<file path="config.mk">
export PLATFORM = sky130hd
export DESIGN_NAME = bbf_ctrl
export DESIGN_NICKNAME = d
export VERILOG_FILES = /design/src/bbf_pkg.sv /design/src/bbf_sync.sv /design/src/bbf_timer.sv /design/src/bbf_ctrl.sv
export SDC_FILE = /design/constraint.sdc
export NUM_CORES = 1
export LEC_CHECK = 0
export ABC_CLOCK_PERIOD_IN_PS = 6600
export BUFFER_PORTS_ARGS = -buffer_cell sky130_fd_sc_hd__buf_2
export CORE_AREA = 2 2 163 165
export CTS_CLUSTER_SIZE = 40
export DETAILED_ROUTE_END_ITERATION = 10
export DIE_AREA = 0 0 165 167
export SLEW_MARGIN = 20
export SYNTH_ARGS = -nofsm -noshare
export SYNTH_HDL_FRONTEND = slang
export SYNTH_HIERARCHICAL = 1
export SYNTH_SLANG_ARGS = --single-unit
</file>
<file path="constraint.sdc">
create_clock -name MCLK -period 6.6 [get_ports MCLK]
set_input_delay 1.32 -clock MCLK [delete_from_list [all_inputs] [get_ports MCLK]]
set_output_delay 1.32 -clock MCLK [all_outputs]
set_load 0.01 [all_outputs]
</file>
<file path="src/bbf_pkg.sv">
// Constants shared by the billboard failover control design.
package bbf_pkg;

    // ------------------------------------------------------------------
    // Register offsets
    // ------------------------------------------------------------------
    localparam logic [15:0] OFS_TMR1_LO   = 16'h413c;
    localparam logic [15:0] OFS_TMR1_HI   = 16'h413d;
    localparam logic [15:0] OFS_TMR2_LO   = 16'h413e;
    localparam logic [15:0] OFS_TMR2_HI   = 16'h413f;
    localparam logic [15:0] OFS_CTRL      = 16'h4140;
    localparam logic [15:0] OFS_STATUS    = 16'h4141;

    // ------------------------------------------------------------------
    // Fields and reset values
    // ------------------------------------------------------------------
    localparam int          CTRL_EN_BIT   = 0;
    localparam int          CTRL_SEL_LSB  = 1;
    localparam int          CTRL_SEL_MSB  = 5;
    localparam logic [7:0]  CTRL_RST      = 8'h14;
    localparam logic [7:0]  CTRL_MASK     = 8'h3f;
    localparam logic [4:0]  SEL_DEFAULT   = 5'h0a;
    localparam logic [4:0]  SEL_RESERVED  = 5'h09;
    localparam int          NUM_PINS      = 17;
    localparam logic [7:0]  TMR_LO_RST    = 8'hd0;
    localparam logic [7:0]  TMR_HI_RST    = 8'h07;
    localparam logic [1:0]  CFG_UNSPEC    = 2'h0;

    // ------------------------------------------------------------------
    // Timing
    // ------------------------------------------------------------------
    localparam int          CLK_HZ        = 50000000;
    localparam int          TICK_MS       = 10;
    localparam int          TICK_CYC      = CLK_HZ / 1000 * TICK_MS;
    localparam int          DETACH_US     = 100;
    localparam int          DETACH_CYC    = CLK_HZ / 1000000 * DETACH_US;

    // ------------------------------------------------------------------
    // Sequencer states
    // ------------------------------------------------------------------
    typedef enum logic [4:0] {
        ST_NORMAL  = 5'b00001,
        ST_DET_BB  = 5'b00010,
        ST_BILL    = 5'b00100,
        ST_DET_STD = 5'b01000,
        ST_HOLD    = 5'b10000
    } bbf_state_e;

endpackage

</file>
<file path="src/bbf_sync.sv">
// Two-flop synchroniser for the general-purpose pin bank.
`timescale 1ns/1ns
module bbf_sync #(
    parameter int W = 17
) (
    input  wire logic         clk,
    input  wire logic         rst_n,
    input  wire logic         ce,
    input  wire logic [W-1:0] d,
    output logic      [W-1:0] q
);
    logic [W-1:0] meta_r;

    // Pins idle high, so both stages reset to the no-failure level.
    always_ff @(posedge clk or negedge rst_n) begin
        if (!rst_n) begin
            meta_r <= '1;
            q      <= '1;
        end else if (ce) begin
            meta_r <= d;
            q      <= meta_r;
        end
    end
endmodule

</file>
<file path="src/bbf_timer.sv">
// Detach timer counting 10 ms ticks up to a 16-bit limit.
`timescale 1ns/1ns
module bbf_timer (
    input  wire logic        clk,
    input  wire logic        rst_n,
    input  wire logic        ce,
    input  wire logic        start,
    input  wire logic        stop,
    input  wire logic        tick,
    input  wire logic [15:0] limit,
    output logic             expired,
    output logic             running
);
    logic [15:0] cnt_r;

    // A limit of zero expires on the first tick rather than never.
    always_ff @(posedge clk or negedge rst_n) begin
        if (!rst_n) begin
            cnt_r   <= 16'h0000;
            running <= 1'b0;
            expired <= 1'b0;
        end else if (ce) begin
            expired <= 1'b0;
            if (stop) begin
                running <= 1'b0;
                cnt_r   <= 16'h0000;
            end else if (start && !running) begin
                running <= 1'b1;
                cnt_r   <= 16'h0000;
            end else if (running && tick) begin
                if (cnt_r + 16'h0001 >= limit) begin
                    running <= 1'b0;
                    expired <= 1'b1;
                end
                cnt_r <= cnt_r + 16'h0001;
            end
        end
    end
endmodule

</file>
<file path="src/bbf_ctrl.sv">
// Billboard failover sequencer with detach timers and register port.
`timescale 1ns/1ns
module bbf_ctrl (
    input  wire logic        MCLK,
    input  wire logic        ARST_N,
    input  wire logic        CE,
    input  wire logic [16:0] GPIO_IN,
    input  wire logic        ADDR_SET,
    input  wire logic        ALT_STR_REQ,
    input  wire logic [15:0] REG_ADDR,
    input  wire logic [7:0]  REG_WDATA,
    input  wire logic        REG_WR,
    input  wire logic        REG_RD,
    output logic      [7:0]  REG_RDATA,
    output logic             FUNC_CONNECT,
    output logic             BILLBOARD_MODE,
    output logic             MSG_FROM_OTP,
    output logic             ALT_STR_ACK,
    output logic      [1:0]  CONFIGURED_STATUS
);

    // ------------------------------------------------------------------
    // Reset release
    // ------------------------------------------------------------------
    logic       rst_meta_r;
    logic       rst_n_r;

    always_ff @(posedge MCLK or negedge ARST_N) begin
        if (!ARST_N) begin
            rst_meta_r <= 1'b0;
            rst_n_r    <= 1'b0;
        end else begin
            rst_meta_r <= 1'b1;
            rst_n_r    <= rst_meta_r;
        end
    end

    // ------------------------------------------------------------------
    // Registers
    // ------------------------------------------------------------------
    logic [7:0] tmr1_lo_r;
    logic [7:0] tmr1_hi_r;
    logic [7:0] tmr2_lo_r;
    logic [7:0] tmr2_hi_r;
    logic [7:0] ctrl_r;

    always_ff @(posedge MCLK or negedge rst_n_r) begin
        if (!rst_n_r) begin
            tmr1_lo_r <= bbf_pkg::TMR_LO_RST;
            tmr1_hi_r <= bbf_pkg::TMR_HI_RST;
            tmr2_lo_r <= bbf_pkg::TMR_LO_RST;
            tmr2_hi_r <= bbf_pkg::TMR_HI_RST;
            ctrl_r    <= bbf_pkg::CTRL_RST;
        end else if (CE && REG_WR) begin
            unique case (REG_ADDR)
                bbf_pkg::OFS_TMR1_LO: tmr1_lo_r <= REG_WDATA;
                bbf_pkg::OFS_TMR1_HI: tmr1_hi_r <= REG_WDATA;
                bbf_pkg::OFS_TMR2_LO: tmr2_lo_r <= REG_WDATA;
                bbf_pkg::OFS_TMR2_HI: tmr2_hi_r <= REG_WDATA;
                // Reserved upper bits always read zero.
                bbf_pkg::OFS_CTRL:    ctrl_r    <= REG_WDATA & bbf_pkg::CTRL_MASK;
                default: ;
            endcase
        end
    end

    logic [4:0] sel;
    logic       feat_en;

    assign sel     = ctrl_r[bbf_pkg::CTRL_SEL_MSB:bbf_pkg::CTRL_SEL_LSB];
    assign feat_en = ctrl_r[bbf_pkg::CTRL_EN_BIT];

    // ------------------------------------------------------------------
    // Failure pin selection
    // ------------------------------------------------------------------
    logic [16:0] gpio_s;

    bbf_sync #(
        .W(bbf_pkg::NUM_PINS)
    ) u_sync (
        .clk   (MCLK),
        .rst_n (rst_n_r),
        .ce    (CE),
        .d     (GPIO_IN),
        .q     (gpio_s)
    );

    // Codes index the pin bank directly; reserved and unlisted codes read
    // as no failure so a bad setting can never fire the sequence.
    function automatic logic pick_pin(input logic [4:0] code, input logic [16:0] pins);
        if (code == bbf_pkg::SEL_RESERVED || code > 5'(bbf_pkg::NUM_PINS - 1)) begin
            pick_pin = 1'b1;
        end else begin
            pick_pin = pins[code];
        end
    endfunction

    logic fail_n;

    assign fail_n = pick_pin(sel, gpio_s);

    logic fail_req;

    // feature gate; active low failure input
    assign fail_req = feat_en && !fail_n;

    // ------------------------------------------------------------------
    // Tick and timers
    // ------------------------------------------------------------------
    localparam int TW = $clog2(bbf_pkg::TICK_CYC);
    logic [TW-1:0] pre_r;
    logic          tick;

    // The prescaler runs free from reset, so a timer started mid-period sees
    // its first tick early; expiry can land up to one tick short of the limit.
    assign tick = (pre_r == TW'(bbf_pkg::TICK_CYC - 1));

    always_ff @(posedge MCLK or negedge rst_n_r) begin
        if (!rst_n_r) begin
            pre_r <= '0;
        end else if (CE) begin
            pre_r <= tick ? '0 : pre_r + TW'(1);
        end
    end

    bbf_pkg::bbf_state_e state_r;
    logic                in_bill;
    logic                exp1;
    logic                exp2;
    logic                run1;
    logic                run2;

    assign in_bill = (state_r == bbf_pkg::ST_BILL);

    // Both timers are held clear outside billboard mode, so a stale count can
    // never cut short the next failure sequence.
    // address starts first timer
    bbf_timer u_tmr1 (
        .clk     (MCLK),
        .rst_n   (rst_n_r),
        .ce      (CE),
        .start   (in_bill && ADDR_SET),
        .stop    (!in_bill),
        .tick    (tick),
        .limit   ({tmr1_hi_r, tmr1_lo_r}),
        .expired (exp1),
        .running (run1)
    );

    bbf_timer u_tmr2 (
        .clk     (MCLK),
        .rst_n   (rst_n_r),
        .ce      (CE),
        .start   (in_bill && ALT_STR_REQ),
        .stop    (!in_bill),
        .tick    (tick),
        .limit   ({tmr2_hi_r, tmr2_lo_r}),
        .expired (exp2),
        .running (run2)
    );

    // ------------------------------------------------------------------
    // Sequencer
    // ------------------------------------------------------------------
    localparam int DW = $clog2(bbf_pkg::DETACH_CYC + 1);
    logic [DW-1:0] det_r;
    logic          det_done;

    // The forced detach lasts exactly the detach count of cycles, long enough
    // for the hub port to see the function leave.
    assign det_done = (det_r == DW'(bbf_pkg::DETACH_CYC - 1));

    always_ff @(posedge MCLK or negedge rst_n_r) begin
        if (!rst_n_r) begin
            det_r <= '0;
        end else if (CE) begin
            if (state_r == bbf_pkg::ST_DET_BB || state_r == bbf_pkg::ST_DET_STD) begin
                det_r <= det_done ? '0 : det_r + DW'(1);
            end else begin
                det_r <= '0;
            end
        end
    end

    bbf_pkg::bbf_state_e state_nxt;

    always_comb begin
        state_nxt = state_r;
        unique case (state_r)
            bbf_pkg::ST_NORMAL: begin
                if (fail_req) begin
                    state_nxt = bbf_pkg::ST_DET_BB;
                end
            end
            bbf_pkg::ST_DET_BB: begin
                if (det_done) begin
                    state_nxt = bbf_pkg::ST_BILL;
                end
            end
            bbf_pkg::ST_BILL: begin
                if (exp1 || exp2) begin
                    state_nxt = bbf_pkg::ST_DET_STD;
                end
            end
            bbf_pkg::ST_DET_STD: begin
                if (det_done) begin
                    state_nxt = bbf_pkg::ST_HOLD;
                end
            end
            bbf_pkg::ST_HOLD: begin
                // rearm after the pin returns high or the feature is disabled
                if (fail_n || !feat_en) begin
                    state_nxt = bbf_pkg::ST_NORMAL;
                end
            end
            default: state_nxt = bbf_pkg::ST_NORMAL;
        endcase
    end

    always_ff @(posedge MCLK or negedge rst_n_r) begin
        if (!rst_n_r) begin
            state_r <= bbf_pkg::ST_NORMAL;
        end else if (CE) begin
            state_r <= state_nxt;
        end
    end

    // ------------------------------------------------------------------
    // Outputs
    // ------------------------------------------------------------------
    // FUNC_CONNECT, BILLBOARD_MODE and MSG_FROM_OTP follow the next state so they change on the same edge as the
    // state register and never lag it by a cycle; ALT_STR_ACK is decoded from the current state.
    always_ff @(posedge MCLK or negedge rst_n_r) begin
        if (!rst_n_r) begin
            FUNC_CONNECT      <= 1'b1;
            BILLBOARD_MODE    <= 1'b0;
            MSG_FROM_OTP      <= 1'b0;
            ALT_STR_ACK       <= 1'b0;
            CONFIGURED_STATUS <= bbf_pkg::CFG_UNSPEC;
        end else if (CE) begin
            // detach while in a detach state; reconnect standard
            FUNC_CONNECT      <= !(state_nxt == bbf_pkg::ST_DET_BB ||
                                   state_nxt == bbf_pkg::ST_DET_STD);
            // billboard descriptors; only after a failure
            BILLBOARD_MODE    <= (state_nxt == bbf_pkg::ST_BILL);
            // message source is the one-time-programmable store
            MSG_FROM_OTP      <= (state_nxt == bbf_pkg::ST_BILL);
            ALT_STR_ACK       <= in_bill && ALT_STR_REQ;
            CONFIGURED_STATUS <= bbf_pkg::CFG_UNSPEC;
        end
    end

    // ------------------------------------------------------------------
    // Read port
    // ------------------------------------------------------------------
    // Status word: bits 4:0 one-hot state, bit 5 selected pin low now, bit 6 first
    // timer running, bit 7 second timer running. Writes to it are ignored.
    always_ff @(posedge MCLK or negedge rst_n_r) begin
        if (!rst_n_r) begin
            REG_RDATA <= 8'h00;
        end else if (CE) begin
            REG_RDATA <= 8'h00;
            if (REG_RD) begin
                unique case (REG_ADDR)
                    bbf_pkg::OFS_TMR1_LO: REG_RDATA <= tmr1_lo_r;
                    bbf_pkg::OFS_TMR1_HI: REG_RDATA <= tmr1_hi_r;
                    bbf_pkg::OFS_TMR2_LO: REG_RDATA <= tmr2_lo_r;
                    bbf_pkg::OFS_TMR2_HI: REG_RDATA <= tmr2_hi_r;
                    bbf_pkg::OFS_CTRL:    REG_RDATA <= ctrl_r;
                    bbf_pkg::OFS_STATUS:  REG_RDATA <= {run2, run1, !fail_n, state_r};
                    default:              REG_RDATA <= 8'h00;
                endcase
            end
        end
    end

endmodule

</file>
==> impl_results.md, run 1 <==
* Status: complete, no violations
* Worst setup margin at 3.384 ns
* GRT Overall Usage at 0.1452
* Final Cycle Share at 0.4873
* Sink Count at 158
* CORE AREA at 25760 um^2
* Post-cts gate resize count at 0
* Final nets at 938
* Post-DP HPWL at 13.51 mm
* Clk slew on worst S/H paths at 0.06 ns
* Remaining DRCs at 0
* Number of H-tree levels at 4
* Total design power at 2.164 mW
* Syn avg cell area at 11.13 um^2
* Fillers at 2485
* First DRT Iteration DRCs at 288
* Via count at 6165
* FF+latch area at 4020 um^2
* Buffers on Ports at 59
* Area share of xor/xnor cells in the synthesized design at 0.05222
* Syn Inst Count at 799
* Tmin final at 3.216 ns
* Yosys cell types at 75
* CTS Hold Buffers Added at 0
* Mux cell area share after synthesis at 0.1450
* CP Data Arrival Time at 3.50 ns
* Post-synth ARST share at 1.000
* Final core utilization at 0.3898
* Post-synthesis sequential area ratio at 0.4518
* Synth Area in Simple Gates at 0.1500
* Multi-input gate area at 4522 um^2
* Worst Skew at 0.01545 ns
* Final setup violation count at 0
* Compound-Gate Fraction of Synth Area at 0.1087
* Unrepaired setup endpoints after global routing: false
* Largest family of logic cells by synthesized area: simple AND/OR/NAND/NOR gates
* Setup_tns at 0 ns
* Layout Cells excl Fill at 1202
* Initial antenna violation count at 0
* Drt via density at 5.129
* Post-Syn Area at 8890 um^2
* Number of global-route vias before repair at 5913
* Synth top area cells: dfrtp_1, dfstp_2, mux2_2
* Placed insts at 1169
* MaxCap Viol Count at 0
* Final WL at 19.14 mm
* Fmax at 310.9 MHz
* Clk_lat worst skew at 0.43 ns
* Worst hold path class: flip-flop to async pin
* Final ANT Viol Nets at 0
* Worst IR Drop VDD at 0.1455 mV
* Total CTS buffers at 17
* Worst Path Required at 6.88 ns
* FP Rows at 59
* Slew at the pin closest to its max-slew limit at 0.8445 ns
* Ports at 62
* Grt total ovfl at 0
* Clock Path Buffers at 2
* First-pass GRT wire length at 31.84 mm
* Synth Area in Adders at 0.05067
* Gpl congestion at 0.8197
* Share of the synthesized area in the top cell type at 0.3040
* Relative slew slack at 0.4349
* Synth warnings at 6
* EDFF count, synth at 0
* CP startpoint kind: flip-flop
* Die span in y at 167 um
* Drt first pass iters at 4
* Place WS at 3.245 ns
* Die width at 165 um
* Critical-path maximum fanout at 7
* Largest net degree at the start of global routing at 81
* P per Cell Area at 215.4 nW/um^2
* Clock root buffer: clkbuf_16
* Synth top cells by count: dfrtp_1, dfstp_2, nand2_1, inv_1, nor2_1
* Die area at 27560 um^2
* Final hold vios at 0
* Diodes inserted at 0
* CTS tree: built
* Post-synth top flop: dfrtp_1
* #FFs+latches synth at 158
* Post-CTS setup buffers at 0
* Crit. End Element: flip-flop
* Most common cell in the synthesized netlist: dfrtp_1
* Share of post-route cells with drive strength above 1 at 0.2953
* P_leak at 4.400 nW
* WL/cell at 15.93 um
* Post-synth top area cell: dfrtp_1
* Initial Utilization at 0.3451
* P&R area growth vs syn at 12.98%
* Setup CP Type: flip-flop to flip-flop
* Final Slew Violations at 0
## metrics by stage
stage,area (um^2),hold WS (ns)
after detailed placement,9447,0.3379
after floorplan,8894,0.3312
after global routing,10040,0.2565
after global placement,9443,0.3345
final,10040,0.2302
after CTS,10010,0.3535
## kinds of logic after synthesis
| kind of cell | after synthesis |
|---|---|
| AND/OR/NAND/NOR | 235 |
| flip-flops | 158 |
| AO/OA/AOI/OAI | 147 |
| multiplexers | 95 |
| buffers and inverters | 73 |
| XOR/XNOR | 53 |
| adder cells (fa/ha/maj) | 36 |
| other | 2 |
## final cells by class
cell class,count,area share
Multi-Input combinational cell,569,0.4502
Sequential cell,158,0.4003
Clock buffer,19,0.04310
Tap cell,335,0.04173
Timing Repair Buffer,63,0.03501
Inverter,45,0.01682
Clock inverter,13,0.01283
## layout by cell type (no fill, tap or decap), types with 6 or more instances in the layout
cell / instances
dfrtp_1: 107
buf_2: 58
dfstp_2: 50
nand2_1: 49
inv_1: 44
nor2_1: 43
mux2_2: 42
o21ai_0: 41
xnor2_1: 38
ha_1: 36
mux2_4: 30
nand3_1: 27
a21oi_1: 26
nand4_1: 18
clkbuf_16: 17
xor2_1: 15
o31ai_1: 14
nor3_1: 13
o2bb2ai_1: 13
and3_1: 11
mux4_2: 10
nor2b_1: 9
nor4_1: 8
mux2_1: 8
a31oi_1: 8
nand2b_1: 7
or2_2: 6
a22o_1: 6
## state kept, by name, indices dropped and copies added (netlist names)
signal and flops:
u_tmr1/expired 1, pre_r 19, tmr2_hi_r 8, u_sync/q 17, u_tmr2/cnt_r 16, ALT_STR_ACK 1, tmr2_lo_r 8, tmr1_lo_r 8
tmr1_hi_r 8, u_tmr2/running 1, ctrl_r 6, MSG_FROM_OTP 1, det_r 13, u_sync/meta_r 17, rst_n_r 1, rst_meta_r 1
u_tmr1/cnt_r 16, u_tmr1/running 1, REG_RDATA 8, FUNC_CONNECT 1, u_tmr2/expired 1, state_r 5
## power breakdown
group          switching (mW)  leakage [nW]  internal [mW]
Clock                   0.427         0.263          0.526
Combinational          0.0704          2.13         0.0771
Sequential             0.0327          2.01           1.03
## worst paths after layout
check / startpoint / end / slack, ns / depth (start not counted)
worst min-delay path: rst_n_r$_DFF_PN0_ / u_tmr2/cnt_r[0]$_DFFE_PN0P_ / 0.23 / 0
max in group asynchronous: rst_n_r$_DFF_PN0_ / pre_r[17]$_DFFE_PN0P_ / 5.01 / 2
worst max-delay path: u_tmr1/cnt_r[0]$_DFFE_PN0P_ / u_tmr1/expired$_DFFE_PN0P_ / 3.38 / 11
worst max register to register: u_tmr1/cnt_r[0]$_DFFE_PN0P_ / u_tmr1/expired$_DFFE_PN0P_ / 3.38 / 11
worst min register to register: rst_n_r$_DFF_PN0_ / u_tmr2/cnt_r[0]$_DFFE_PN0P_ / 0.23 / 0
min in group MCLK: rst_meta_r$_DFF_PN0_ / rst_n_r$_DFF_PN0_ / 0.35 / 0
## critical path: stages, from the launching register on
cell and delay (ns):
dfrtp_1 0.44, ha_1 0.29, nand3_1 0.17, nor3_2 0.38, nand4_1 0.23, xnor2_1 0.28
ha_1 0.29, nand2_1 0.07, nor3_1 0.05, or4_1 0.49, nor3_1 0.28, o22ai_1 0.11
## metal layers
metal  track usage  up-vias  part of all wire
met5             0        -                 0
met4       0.03819        0             0.011
li1              -     3026                 -
met1        0.2144     3026              0.49
met2        0.2172      102              0.47
met3       0.02790       11             0.036
Power figures use the tool's default switching activity.
==> run 2, diff against run 1 <==
Settings changed: ABC_CLOCK_PERIOD_IN_PS 6600 to 3150.
Clock period 6.6 ns to 3.15 ns, I/O delays scaled along.
==> run 2 against run 1 <==
Hold slack gained 0.10 ns. Critical path type unchanged. Combinational power is 110% higher. Register-to-register slack worse by 3.2 ns. Highest routed layer unchanged. Sequential share of layout area shrank 0.54 points. Via count rose by 0.81%. Cell area rose by 1.4%. Non-clock buffer count increased by 14. Wire length is 2.2% higher. Count of clock-buffer cells in the layout stayed put. Sequential power rose by 110%.
==> impl_results.md, run 2 (same netlist as run 1, synthesis figures left out) <==
* Worst Path Required at 3.45 ns (-3.43 ns)
* Clk_lat worst skew at 0.44 ns (about the same)
* GRT Overall Usage at 0.1514 (+0.006264)
* Worst Setup SP: u_tmr2/cnt_r[0]$_DFFE_PN0P_
* CP Data Arrival Time at 3.26 ns (-0.24 ns)
* Crit. End Element: flip-flop
* Max stage delay on crit path at 0.52 ns (+0.03 ns)
* Grt total ovfl at 0 (unchanged)
* CORE AREA at 25760 um^2 (unchanged)
* RR Startpoint: u_tmr2/cnt_r[0]$_DFFE_PN0P_
* Clock root buffer: clkbuf_16
* First-pass GRT wire length at 33.12 mm (+4.0%)
* Seq pwr share at 0.483 (-0.008)
* Share of post-route cells with drive strength above 1 at 0.3087 (+0.01347)
* Slew at the pin closest to its max-slew limit at 0.7253 ns (-0.1192 ns)
* Clk slew on worst S/H paths at 0.07 ns (about the same)
* Gpl congestion at 0.8428 (+2.8%)
* Setup CP Type: flip-flop to flip-flop
* Largest net degree at the start of global routing at 63 (-22%)
* Drt via density at 5.111 (-0.35%)
* Final ANT Viol Nets at 0 (unchanged)
* CP startpoint kind: flip-flop
* Total CTS buffers at 17 (unchanged)
* Number of H-tree levels at 4 (unchanged)
* Final nets at 952 (+1.5%)
* Clock Path Buffers at 2 (unchanged)
* Diodes inserted at 0 (unchanged)
* Top Registers: pre_r: 19 flops, u_sync/meta_r: 17 flops, u_sync/q: 17 flops
* Most flop-heavy register: pre_r
* Die width at 165 um (unchanged)
* Relative slew slack at 0.5147 (+0.07976)
* Total design power at 4.627 mW (+110%)
* Post-DP HPWL at 13.94 mm (+3.2%)
* Sink Count at 158 (unchanged)
* R2R depth at 12 (+1)
* Tmin final at 2.961 ns (-0.2548 ns)
* Critical-path maximum fanout at 6 (-1)
* Most frequent cells in the layout: dfrtp_1, buf_2, dfstp_2
* Final hold vios at 0 (unchanged)
* Worst IR Drop VDD at 0.2728 mV (+88%)
* Logic pwr share at 0.067 (about the same)
* P&R area growth vs syn at 14.51%
* Cell internal pwr at 3.468 mW (+110%)
* CTS tree: built
* P_leak at 4.506 nW (+2.4%)
* Via count at 6215 (+0.81%)
* Unrepaired setup endpoints after global routing: false
* Fillers at 2496 (+0.44%)
* Crit path to: u_tmr2/expired$_DFFE_PN0P_
* Max reg flops at 19 (unchanged)
* Slowest cell on crit path: or4_1
* Die span in y at 167 um (unchanged)
* P per Cell Area at 454.5 nW/um^2 (+110%)
* Die area at 27560 um^2 (unchanged)
* Clock power frac at 0.450 (+0.010)
* Setup_tns at 0 ns (unchanged)
* Final setup violation count at 0 (unchanged)
* Initial antenna violation count at 0 (unchanged)
* Worst hold path class: flip-flop to async pin
* Ports at 62 (unchanged)
* Final WL at 19.57 mm (+2.2%)
* Fmax at 337.7 MHz (+8.6%)
* Number of global-route vias before repair at 6306 (+6.6%)
* Status: complete, no violations
* WL/cell at 16.10 um (+1.1%)
* Remaining DRCs at 0 (unchanged)
* P_sw at 1.158 mW (+120%)
* Initial Utilization at 0.3451 (unchanged)
* Buffers on Ports at 59 (unchanged)
* Reg-to-Reg End: u_tmr2/expired$_DFFE_PN0P_
* First DRT Iteration DRCs at 366 (+27%)
* Reg2Reg Setup Slack at 0.19 ns (-3.20 ns)
* Worst Skew at 0.006365 ns (-0.009083 ns)
* MaxCap Viol Count at 0 (unchanged)
* Switching Fraction at 0.2503 (+0.005565)
* Most common cell after layout, fill and taps aside: dfrtp_1
* Final Slew Violations at 0 (unchanged)
* FP Rows at 59 (unchanged)
* Drt first pass iters at 4 (unchanged)
* Worst-path cell chain: ha_2 -> nand3_1 -> nor3_4 -> buf_4 -> nand4_1 -> xnor2_1 -> ha_1 -> nand2_1 -> nor3_1 -> or4_1 -> nor3_2 -> o22ai_1
* Final Cycle Share at 0.9401 (+0.4528)
run 2: cell count changes in the layout (fill, tap and decap cells not counted), sizes merged:
cell,previous run,this run
dlygate4sd3,0,1
clkinv,4,5
inv,49,52
buf,63,76
clkinvlp,4,0
run 2: routing by layer:
metal / part of all wire / wire [um] / global-route usage / vias to the layer above
met1: 0.49 / 9687 / 0.2150 / 3066
met4: 0.013 / 250 / 0.04008 / 0
met3: 0.033 / 640 / 0.03263 / 18
met5: 0 / 0 / 0 / -
met2: 0.46 / 8995 / 0.2339 / 89
li1: - / - / - / 3042
run 2: cell type report:
| type | instances | area, um^2 | area share |
|---|---|---|---|
| clock buffers | 19 | 442.9 | 0.04351 |
| repair buffers | 77 | 447.9 | 0.04400 |
| well taps | 335 | 419.2 | 0.04117 |
| inverters | 45 | 168.9 | 0.01659 |
| multi-input cells | 569 | 4536 | 0.4455 |
| clock inverters | 13 | 145.1 | 0.01426 |
| flip-flops and latches | 158 | 4020 | 0.3949 |
run 2: repair_timing:
| action | CTS | global route |
|---|---|---|
| setup endpoints to repair | 0 | 4 |
| hold buffers | 1 | 0 |
| endpoints found under the hold margin | 2 | 0 |
| setup buffers | 0 | 1 |
| gates resized for setup | 0 | 5 |
run 2: worst min-delay path by stage:
stage                         startpoint                        to  depth (start not counted)
global route        rst_meta_r$_DFF_PN0_         rst_n_r$_DFF_PN0_                          0
global placement       rst_n_r$_DFF_PN0_  tmr2_lo_r[1]$_DFFE_PN0P_                          0
CTS                    rst_n_r$_DFF_PN0_     ctrl_r[0]$_DFFE_PN0P_                          0
finish                 rst_n_r$_DFF_PN0_     ctrl_r[0]$_DFFE_PN0P_                          0
floorplan                         ARST_N      rst_meta_r$_DFF_PN0_                          0
detailed placement     rst_n_r$_DFF_PN0_  tmr2_lo_r[1]$_DFFE_PN0P_                          0
run 2: critical path: cells and delay by family, from the launching register on:
kind	cells	cell delay (ns)
compound gates	1	0.09
xor+xnor	1	0.20
fa+ha+maj	2	0.53
buf+inv	1	0.16
flops	1	0.44
simple gates	7	1.40
run 2: metrics by stage:
step	hold WS [ns]	cells	cell area, um^2	utilization	setup slack [ns]
floorplan	0.3311	800	8895	-	0.4413
global placement	0.3325	1182	9553	0.3708	0.2516
detailed placement	0.3371	1182	9553	0.3708	0.1509
CTS	0.3434	1215	10150	0.3940	0.1246
global route	0.3623	1216	10180	0.3951	0.02093
finish	0.3326	1216	10180	0.3951	0.1885
run 2: power by group through the flow:
stage / combinational (mW) / clock (mW) / sequential (mW)
final: 0.310 / 2.08 / 2.23
after global routing: 0.343 / 2.22 / 2.25
after CTS: 0.315 / 2.13 / 2.24
after detailed placement: 0.313 / 0 / 2.27
after global placement: 0.308 / 0 / 2.27
after floorplan: 0.212 / 0 / 2.27
